===== src/rtl/bpwm_pkg.sv =====
package bpwm_pkg;

  // Register byte offsets on the bus.
  localparam logic [7:0] OFS_DUTY_HIGH = 8'h00;
  localparam logic [7:0] OFS_DUTY_ACTIVE = 8'h04;
  localparam logic [7:0] OFS_CONTROL = 8'h08;
  localparam logic [7:0] OFS_PERIOD = 8'h0C;
  localparam logic [7:0] OFS_DEAD_BAND = 8'h10;
  localparam logic [7:0] OFS_TIMER_CTRL = 8'h14;
  localparam logic [7:0] OFS_TIMER = 8'h18;

  // Reset values of the software registers.
  localparam logic [7:0] RST_DUTY_HIGH = 8'h00;
  localparam logic [7:0] RST_CONTROL = 8'h00;
  localparam logic [7:0] RST_PERIOD = 8'h00;
  localparam logic [7:0] RST_DEAD_BAND = 8'h00;
  localparam logic [2:0] RST_TIMER_CTRL = 3'h0;

  // Field positions in the control register.
  localparam int CTL_ARR_LSB = 6;
  localparam int CTL_DCLO_LSB = 4;
  localparam int CTL_MODE_LSB = 0;
  // Field positions in the timer control register.
  localparam int TCTL_PS_LSB = 0;
  localparam int TCTL_ON_BIT = 2;

  // Output arrangements.
  localparam logic [1:0] ARR_SINGLE = 2'h0;
  localparam logic [1:0] ARR_FWD = 2'h1;
  localparam logic [1:0] ARR_HALF = 2'h2;
  localparam logic [1:0] ARR_REV = 2'h3;

  // Upper two mode bits that select modulation.
  localparam logic [1:0] MODE_PWM_HI = 2'h3;

  // Prescale selections and the last prescaler count of each.
  localparam logic [1:0] PS_DIV1 = 2'h0;
  localparam logic [1:0] PS_DIV4 = 2'h1;
  localparam logic [3:0] PS_LAST1 = 4'h0;
  localparam logic [3:0] PS_LAST4 = 4'h3;
  localparam logic [3:0] PS_LAST16 = 4'hF;

  // Timing: one instruction cycle is four oscillator clocks.
  localparam int TOSC_NS = 5;
  localparam int TCY_NS = 4 * TOSC_NS;
  localparam int TCY_CLOCKS = TCY_NS / TOSC_NS;
  localparam logic [1:0] QPH_LAST = 2'(TCY_CLOCKS - 1);
  localparam logic [6:0] DEAD_MAX = 7'h7F;

  // Classic bus request from the master.
  typedef struct packed {
    logic cyc;
    logic stb;
    logic we;
    logic [7:0] adr;
    logic [3:0] sel;
    logic [31:0] dat;
  } bpwm_wb_req_t;

  // Classic bus answer to the master.
  typedef struct packed {
    logic ack;
    logic [31:0] dat;
  } bpwm_wb_rsp_t;

  // Bridge pins: level and ownership (1 = block drives the pin).
  typedef struct packed {
    logic [3:0] level;
    logic [3:0] drive;
  } bpwm_pins_t;

endpackage


===== src/rtl/bpwm_core.sv =====
// The implementer's own choices: the Wishbone register port and the address map.
`timescale 1ns/1ps
module bpwm_core
  import bpwm_pkg::*;
(
  // Clock and reset.
  input wire logic clk,
  input wire logic rst,
  // Register bus.
  input wire bpwm_pkg::bpwm_wb_req_t wb_req,
  output bpwm_pkg::bpwm_wb_rsp_t wb_rsp,
  // Bridge outputs.
  output bpwm_pkg::bpwm_pins_t pins
);

  // Whole state of the block.
  typedef struct packed {
    logic [7:0] duty_high_write_reg;
    logic [7:0] duty_active_buffer;
    logic [7:0] capture_pwm_control_reg;
    logic [7:0] period_limit_reg;
    logic [7:0] dead_band_control_reg;
    logic [2:0] timer_ctrl;
    logic [7:0] period_timer;
    logic [1:0] qph;
    logic [3:0] prescale_cnt;
    logic [1:0] duty_low_latch;
    logic pwm_raw;
    logic act_pwm;
    logic [1:0] act_arr;
    logic [1:0] act_pol;
    logic [6:0] dead_cnt;
    logic [6:0] dead_lim;
    logic [3:0] outs;
    logic [3:0] drive;
    logic ack;
    logic [31:0] rdat;
  } bpwm_state_t;

  bpwm_state_t st;
  bpwm_state_t next_st;

  logic [1:0] timer_prescale_select;
  logic [1:0] module_mode_field;
  logic [1:0] output_arrangement_field;
  logic [1:0] duty_low_bits;
  logic bridge_direction_bit;
  logic mode_pwm;
  logic timer_on;
  logic [3:0] ps_last;
  logic [1:0] sub_count;
  logic [9:0] next_pos;
  logic tick;
  logic at_limit;
  logic period_end;
  logic early_swap;
  logic dead_ok;
  logic bus_req;
  logic bus_wr;
  logic [3:0] steer;
  logic [3:0] pol_mask;

  // Decoded control fields.
  assign timer_prescale_select = st.timer_ctrl[TCTL_PS_LSB +: 2];
  assign timer_on = st.timer_ctrl[TCTL_ON_BIT];
  assign output_arrangement_field = st.capture_pwm_control_reg[CTL_ARR_LSB +: 2];
  assign bridge_direction_bit = output_arrangement_field[1];
  assign duty_low_bits = st.capture_pwm_control_reg[CTL_DCLO_LSB +: 2];
  assign module_mode_field = st.capture_pwm_control_reg[CTL_MODE_LSB + 2 +: 2];
  assign mode_pwm = (module_mode_field == MODE_PWM_HI);

  // Prescaler length and the two sub-count bits that extend the timer.
  always_comb
  begin
    case (timer_prescale_select)
      PS_DIV1:
      begin
        ps_last = PS_LAST1;
        sub_count = st.qph;
      end
      PS_DIV4:
      begin
        ps_last = PS_LAST4;
        sub_count = st.prescale_cnt[1:0];
      end
      default:
      begin
        ps_last = PS_LAST16;
        sub_count = st.prescale_cnt[3:2];
      end
    endcase
  end

  // Timer tick and period boundary events.
  assign tick = timer_on && (st.qph == QPH_LAST) && (st.prescale_cnt == ps_last);
  assign at_limit = (st.period_timer == st.period_limit_reg);
  assign period_end = tick && at_limit;
  // Extended count one clock ahead: every clock at prescale 1, else on each sub-count step.
  assign next_pos = {st.period_timer, sub_count} + {9'h000, (timer_prescale_select == PS_DIV1)
    || ((st.qph == QPH_LAST)
    && ((timer_prescale_select == PS_DIV4) || (st.prescale_cnt[1:0] == PS_LAST4[1:0])))};

  // The last timer count of a period in which the direction is to change.
  assign early_swap = timer_on && at_limit && st.act_pwm && st.act_arr[0]
    && output_arrangement_field[0] && mode_pwm
    && (bridge_direction_bit != st.act_arr[1]);
  // Dead band has expired since the last raw edge.
  assign dead_ok = (st.dead_cnt >= st.dead_lim);
  // Bus access decode: a write acts on the edge that ends the cycle.
  assign bus_req = wb_req.cyc && wb_req.stb;
  assign bus_wr = bus_req && wb_req.we && st.ack && wb_req.sel[0];
  // Steering of the raw signal onto the four outputs before polarity.
  always_comb
  begin
    steer = 4'h0;
    case (st.act_arr)
      ARR_SINGLE:
      begin
        steer[0] = st.pwm_raw;
      end
      ARR_HALF:
      begin
        steer[0] = st.pwm_raw && dead_ok;
        steer[1] = !st.pwm_raw && dead_ok;
      end
      ARR_FWD:
      begin
        steer[0] = 1'b1;
        steer[3] = st.pwm_raw;
      end
      default:
      begin
        steer[2] = 1'b1;
        steer[1] = st.pwm_raw;
      end
    endcase
    if (early_swap)
    begin
      steer[0] = !bridge_direction_bit;
      steer[2] = bridge_direction_bit;
      steer[1] = 1'b0;
      steer[3] = 1'b0;
    end
  end
  // Active-low pairs invert after steering.
  assign pol_mask = {st.act_pol[0], st.act_pol[1], st.act_pol[0], st.act_pol[1]};

  // Next-state logic for the whole block.
  always_comb
  begin
    next_st = st;
    next_st.ack = bus_req && !st.ack;
    // Read data is captured in the cycle before the answer.
    next_st.rdat = 32'h0000_0000;
    if (bus_req && !st.ack)
    begin
      case (wb_req.adr)
        OFS_DUTY_HIGH: next_st.rdat[7:0] = st.duty_high_write_reg;
        OFS_DUTY_ACTIVE: next_st.rdat[7:0] = st.duty_active_buffer;
        OFS_CONTROL: next_st.rdat[7:0] = st.capture_pwm_control_reg;
        OFS_PERIOD: next_st.rdat[7:0] = st.period_limit_reg;
        OFS_DEAD_BAND: next_st.rdat[7:0] = st.dead_band_control_reg;
        OFS_TIMER_CTRL: next_st.rdat[2:0] = st.timer_ctrl;
        OFS_TIMER: next_st.rdat[7:0] = st.period_timer;
        default: next_st.rdat = 32'h0000_0000;
      endcase
    end
    // Register writes.
    if (bus_wr)
    begin
      case (wb_req.adr)
        OFS_DUTY_HIGH: next_st.duty_high_write_reg = wb_req.dat[7:0];
        OFS_DUTY_ACTIVE:
        begin
          if (!mode_pwm)
          begin
            next_st.duty_active_buffer = wb_req.dat[7:0];
          end
        end
        OFS_CONTROL: next_st.capture_pwm_control_reg = wb_req.dat[7:0];
        OFS_PERIOD: next_st.period_limit_reg = wb_req.dat[7:0];
        OFS_DEAD_BAND: next_st.dead_band_control_reg = wb_req.dat[7:0];
        OFS_TIMER_CTRL: next_st.timer_ctrl = wb_req.dat[2:0];
        default: next_st.timer_ctrl = st.timer_ctrl;
      endcase
    end
    // Quarter-cycle phase and prescaler.
    next_st.qph = st.qph + 2'h1;
    if (!timer_on)
    begin
      next_st.prescale_cnt = 4'h0;
    end
    else if (st.qph == QPH_LAST)
    begin
      next_st.prescale_cnt = tick ? 4'h0 : st.prescale_cnt + 4'h1;
    end
    // Period timer and the double-buffered loads.
    if (period_end)
    begin
      next_st.period_timer = 8'h00;
      next_st.duty_active_buffer = st.duty_high_write_reg;
      next_st.duty_low_latch = duty_low_bits;
      next_st.act_pwm = mode_pwm;
      next_st.act_arr = output_arrangement_field;
      next_st.act_pol = st.capture_pwm_control_reg[CTL_MODE_LSB +: 2];
      next_st.pwm_raw = mode_pwm
        && ({st.duty_high_write_reg, duty_low_bits} != 10'h000);
    end
    else
    begin
      if (tick)
      begin
        next_st.period_timer = st.period_timer + 8'h01;
      end
      // Clearing one clock ahead keeps the high time at exactly the duty count.
      if ((next_pos == {st.duty_active_buffer, st.duty_low_latch})
        || ({st.period_timer, sub_count} == {st.duty_active_buffer, st.duty_low_latch}))
      begin
        next_st.pwm_raw = 1'b0;
      end
    end
    // Leaving PWM mode shuts the modulator down at once.
    if (!mode_pwm)
    begin
      next_st.act_pwm = 1'b0;
      next_st.pwm_raw = 1'b0;
    end
    // Dead-band counter restarts on each raw edge, counts instruction cycles.
    if (next_st.pwm_raw != st.pwm_raw)
    begin
      next_st.dead_cnt = 7'h00;
      next_st.dead_lim = st.dead_band_control_reg[6:0];
    end
    else if ((st.qph == QPH_LAST) && (st.dead_cnt != DEAD_MAX))
    begin
      next_st.dead_cnt = st.dead_cnt + 7'h01;
    end
    // Output levels and pin ownership.
    if (st.act_pwm)
    begin
      next_st.outs = steer ^ pol_mask;
      case (st.act_arr)
        ARR_SINGLE: next_st.drive = 4'h1;
        ARR_HALF: next_st.drive = 4'h3;
        default: next_st.drive = 4'hF;
      endcase
    end
    else
    begin
      next_st.outs = 4'h0;
      next_st.drive = 4'h0;
    end
  end

  // State register.
  always_ff @(posedge clk)
  begin
    if (rst)
    begin
      st <= '0;
      st.duty_high_write_reg <= RST_DUTY_HIGH;
      st.capture_pwm_control_reg <= RST_CONTROL;
      st.period_limit_reg <= RST_PERIOD;
      st.dead_band_control_reg <= RST_DEAD_BAND;
      st.timer_ctrl <= RST_TIMER_CTRL;
    end
    else
    begin
      st <= next_st;
    end
  end

  // Outputs come straight from the state register.
  assign wb_rsp.ack = st.ack;
  assign wb_rsp.dat = st.rdat;
  assign pins.level = st.outs;
  assign pins.drive = st.drive;

  // The active buffer takes the written duty at each period boundary.
  property p_duty_load;
    @(posedge clk) disable iff (rst)
    period_end |=> (st.duty_active_buffer == $past(st.duty_high_write_reg));
  endproperty
  a_duty_load: assert property (p_duty_load) else $error("duty buffer not loaded");

  // The active buffer does not follow bus writes in PWM mode.
  property p_buffer_ro;
    @(posedge clk) disable iff (rst)
    (bus_wr && (wb_req.adr == OFS_DUTY_ACTIVE) && mode_pwm && !period_end)
      |=> $stable(st.duty_active_buffer);
  endproperty
  a_buffer_ro: assert property (p_buffer_ro) else $error("active buffer written");

  // A match of the extended timer with the duty clears the raw signal.
  property p_clear_match;
    @(posedge clk) disable iff (rst)
    (st.pwm_raw && !period_end
      && ({st.period_timer, sub_count} == {st.duty_active_buffer, st.duty_low_latch}))
      |=> !st.pwm_raw;
  endproperty
  a_clear_match: assert property (p_clear_match) else $error("no clear on match");

  // Timer restarts and the raw signal rises on a nonzero duty.
  property p_period_wrap;
    @(posedge clk) disable iff (rst)
    (period_end && mode_pwm && ({st.duty_high_write_reg, duty_low_bits} != 10'h000))
      |=> (st.period_timer == 8'h00) && st.pwm_raw;
  endproperty
  a_period_wrap: assert property (p_period_wrap) else $error("period wrap wrong");

  // Half-bridge outputs stay inactive until the dead band expires.
  property p_dead_band;
    @(posedge clk) disable iff (rst)
    (st.act_pwm && (st.act_arr == ARR_HALF) && !dead_ok && !period_end)
      |=> (st.outs[0] == st.act_pol[1]) && (st.outs[1] == st.act_pol[0]);
  endproperty
  a_dead_band: assert property (p_dead_band) else $error("dead band violated");

  // Forward bridge holds A active and C inactive outside the early swap.
  property p_forward;
    @(posedge clk) disable iff (rst)
    (st.act_pwm && (st.act_arr == ARR_FWD) && !early_swap && !period_end)
      |=> (st.outs[0] != st.act_pol[1]) && (st.outs[2] == st.act_pol[1]);
  endproperty
  a_forward: assert property (p_forward) else $error("forward steering wrong");

  // During the early swap both modulated outputs are inactive.
  property p_early_swap;
    @(posedge clk) disable iff (rst)
    (early_swap && !period_end)
      |=> (st.outs[1] == st.act_pol[0]) && (st.outs[3] == st.act_pol[0]);
  endproperty
  a_early_swap: assert property (p_early_swap) else $error("B or D active in swap");

  // The active arrangement changes only at a period boundary.
  property p_deferred;
    @(posedge clk) disable iff (rst)
    (!period_end && mode_pwm) |=> $stable(st.act_arr);
  endproperty
  a_deferred: assert property (p_deferred) else $error("arrangement changed early");

  // Without PWM mode no pin is owned two cycles later.
  property p_release;
    @(posedge clk) disable iff (rst)
    !mode_pwm |=> ##1 (st.drive == 4'h0);
  endproperty
  a_release: assert property (p_release) else $error("pins not released");

endmodule


===== config.mk =====
export PLATFORM = sky130hd
export DESIGN_NAME = bpwm_core
export DESIGN_NICKNAME = d
export VERILOG_FILES = /design/src/rtl/bpwm_pkg.sv /design/src/rtl/bpwm_core.sv
export SDC_FILE = /design/constraint.sdc
export NUM_CORES = 1
export LEC_CHECK = 0
export ABC_AREA = 1
export BUFFER_PORTS_ARGS = -buffer_cell sky130_fd_sc_hd__clkbuf_2
export CAP_MARGIN = 40
export CELL_PAD_IN_SITES_DETAIL_PLACEMENT = 0
export CELL_PAD_IN_SITES_GLOBAL_PLACEMENT = 1
export CORE_MARGIN = 2
export CORE_UTILIZATION = 36
export CTS_CLUSTER_SIZE = 12
export DETAILED_ROUTE_END_ITERATION = 6
export PLACE_DENSITY = 0.76
export SKIP_CTS_REPAIR_TIMING = 1
export SYNTH_ARGS = -nofsm -noshare
export SYNTH_HDL_FRONTEND = slang
export SYNTH_SLANG_ARGS = --single-unit

===== constraint.sdc =====
create_clock -name clk -period 2.24 [get_ports clk]
set_input_delay 0.336 -clock clk [delete_from_list [all_inputs] [get_ports clk]]
set_output_delay 0.336 -clock clk [all_outputs]
set_load 0.01 [all_outputs]

==> flow_metrics.py <==
metrics = {
    "status": {
        "status": "finished, violations left",
        "violations": "negative setup slack",
    },
    "die": {
        "dieArea_um2": 15900,
        "io_pins": 90,
        "coreArea_um2": 14500,
        "initial_core_util_pct": 36.9,
        "die_y_um": 126,
        "die_w_um": 126,
        "num_rows": 44,
    },
    "worst_setup_path": {
        "r2r_cells": 21,
        "r2r-end": "st[46]$_SDFFE_PP0P_",
        "crit_slowest_cell": "dfxtp_4",
        "cp.required_ns": 2.49,
        "worstReg2RegStart": "st[67]$_SDFF_PP0_",
        "crit_type": "reg2reg",
        "r2r_slack_ns": -0.14,
        "arrival_ns": 2.63,
        "max_stage_delay_ns": 0.36,
        "critical_path_peak_fanout": 7,
        "cp-end-kind": "register",
        "crit_top_cell": "nand2_1",
        "start_kind": "register",
        "worstPathCellList": "ha_4, o21ai_2, nand2_1, ha_2, ha_4, inv_2, nand2_1, nand2_1, nor2_1, nand3_1, nor2_1, nand2_1, nor2_2, nand2_1, nand2_2, nand2_2, nand3_4, buf_12, nand3_2, nand2_1, nor2_2",
    },
    "routing": {
        "route.vias.total": 4857,
        "drtIter0Drc": 334,
        "viasPerCell": 4.84,
        "drcViolationCount": 0,
        "postRouteAntennaNets": 0,
        "drt-pass1-iter-count": 5,
        "routed_wl_um": 14500,
        "wl_per_cell_um": 14.4,
    },
    "placed_design": {
        "place_area_um2": 5740,
        "gp_congestion": 0.906,
        "dp_hpwl_um": 11200,
        "port_buffers": 38,
        "pre_cts_slack_ns": -0.241,
    },
    "yosys": {
        "yosysMostFrequentCell": "nand2_1",
        "synthTopCellsByArea": "dfxtp_1 (35%), nand2_1 (11%), inv_1 (7.2%)",
        "syn_inst": 772,
        "synth_edf_count": 0,
        "yosysUniqueCellTypes": 45,
        "syn_avg_cell_area_um2": 6.95,
        "synth.largest_area_cell": "dfxtp_1",
        "async_flop_share_pct": 0,
        "netlist_area_um2": 5370,
        "synth_common_cells": "nand2_1 (152), inv_1 (103), dfxtp_1 (95), a21oi_1 (63), nor2_1 (63)",
        "synth_seq_cells": 95,
        "yosysWarningCount": 0,
        "ys_seq_area_share_pct": 35.4,
        "synth_ff_type": "dfxtp_1",
        "synth_top_area_share_pct": 35.4,
    },
    "global_routing": {
        "grt_pass1_vias": 4615,
        "gr-usage-met3_pct": 4.16,
        "busiest_layer": "met2",
        "grt_pass1_wl_um": 23700,
        "overflow": 0,
        "use_met2_pct": 29.6,
        "gr-usage-met1_pct": 25.3,
        "grt_max_degree": 41,
        "grt_usage_pct": 18.7,
        "grt_antenna_before_repair": 0,
    },
    "sta": {
        "fin_crit_ns": 2.38,
        "fmax_ghz": 0.421,
        "slew_headroom_pct": 64.0,
        "worst_slack_ns": -0.137,
        "rsz0062_at_grt": "yes",
        "fin_worst_skew_ns": 0.00893,
        "tightest_slew_ns": 0.526,
        "slew_violations": 0,
        "hold_viol_final": 0,
        "setup_viol": 14,
        "final.period_utilization_pct": 106,
    },
    "worst_hold_path": {
        "min_to": "wb_rsp[32]$_SDFF_PP0_",
        "hp-start": "wb_req[45]",
        "holdPathStages": 3,
        "worstHoldPathType": "in2reg",
    },
    "power_and_ir_drop": {
        "power_per_cell_area_nw_per_um2": 587,
        "vdd_drop_max_mv": 0.364,
        "cellLeakagePower_nw": 2.45,
        "power_mw": 3.58,
    },
    "clock_network": {
        "cts_tree": "yes",
        "cts_root_buf": "clkbuf_16",
        "cts_buffers": 9,
        "cts_max_level": 3,
        "clock_latency_ns": 0.35,
        "clockBufferDepth": 2,
        "cts.sinks": 95,
        "clk_pin_slew_ns": 0.07,
    },
    "final_layout": {
        "drive_gt1_share_pct": 17.8,
        "layout.nets": 877,
        "fin_area_um2": 6110,
        "area_delta_synth_final_pct": 13.9,
        "diodes": 0,
    },
    "flow_run": {
        "max_cap_violations": 0,
    },
}
logic make-up (layout without fill, tap and decap cells):
| kind of cell | after synthesis | in the layout | synth area share, % |
|---|---|---|---|
| multiplexers | 1 | 1 | 0.187 |
| AO/OA/AOI/OAI | 173 | 173 | 18.0 |
| flip-flops | 95 | 95 | 35.4 |
| other | 1 | 24 | 0.0699 |
| adder cells (fa/ha/maj) | 13 | 13 | 3.03 |
| XOR/XNOR | 12 | 12 | 1.96 |
| buffers and inverters | 175 | 200 | 15.9 |
| AND/OR/NAND/NOR | 302 | 302 | 25.4 |
layer usage:
layer  wire, um  share of wire [%]
met4        394                2.7
met2       6320                 44
met3        789                5.4
met5          0                  0
met1       6980                 48
layout make-up:
type / count / area (um^2)
tap: 184 / 230
sequential: 95 / 1910
clock buffer: 13 / 260
multi-input combinational: 525 / 2760
fill: 1575 / 8430
clock inverter: 3 / 65.1
inverter: 113 / 427
timing repair buffer: 71 / 450
power breakdown:
group	leakage, nW	switching, mW	internal [mW]
clock network	0.160	0.663	1.04
registers	0.768	0.00493	1.69
logic	1.52	0.122	0.0618
total	2.45	0.791	2.79
state kept, by name (all words and copies together), names as in the netlist:
name,flops
bridge_direction_bit,1
duty_low_bits,2
module_mode_field,2
output_arrangement_field,1
pins,7
pol_mask,2
st,71
wb_rsp,9
critical path, delay by kind of cell, from the launching register on:
kind / cells / cell delay, ns
adders and majority gates: 3 / 0.65
AOI/OAI and AO/OA: 1 / 0.10
and+or+nand+nor: 15 / 1.00
buffers and inverters: 2 / 0.15
DFF: 1 / 0.36
cells in the final DEF (no fill, tap or decap), types with 6 or more instances in the layout:
| cell | count |
|---|---|
| nand2_1 | 148 |
| inv_1 | 100 |
| dfxtp_1 | 91 |
| nor2_1 | 63 |
| a21oi_1 | 63 |
| o21ai_0 | 57 |
| clkbuf_2 | 38 |
| nand3_1 | 33 |
| buf_4 | 32 |
| conb_1 | 24 |
| o22ai_1 | 16 |
| inv_2 | 11 |
| nor2_2 | 10 |
| nor3_1 | 10 |
| ha_1 | 10 |
| a31oi_1 | 9 |
| clkbuf_16 | 9 |
| nand4_1 | 8 |
| nand3_2 | 7 |
| xor2_1 | 7 |
| a21oi_2 | 7 |
| nand2_2 | 6 |
| o21ai_1 | 6 |
stage by stage:
step	utilization [%]	cells	TNS, ns	hold slack (ns)
CTS	41.7	1004	-3.24	0.230
global placement	39.5	988	-2.70	0.464
floorplan	-	795	-0.0332	0.430
finish	42.0	1004	-1.79	0.238
detailed placement	39.5	988	-2.87	0.468
global route	42.0	1004	-4.98	0.266
how the worst max path moves through the flow:
stage / to / startpoint / slack [ns]
after global routing: st[42]$_SDFFE_PP0P_ / st[77]$_SDFFE_PP0P_ / -0.37
after floorplan: st[46]$_SDFFE_PP0P_ / st[77]$_SDFFE_PP0P_ / -0.01
after global placement: st[51]$_SDFFE_PP0P_ / st[67]$_SDFF_PP0_ / -0.22
after CTS: st[52]$_SDFFE_PP0P_ / st[67]$_SDFF_PP0_ / -0.28
after detailed placement: st[52]$_SDFFE_PP0P_ / st[67]$_SDFF_PP0_ / -0.24
final: st[46]$_SDFFE_PP0P_ / st[67]$_SDFF_PP0_ / -0.14
No activity file was read; power rests on OpenSTA's default activity.
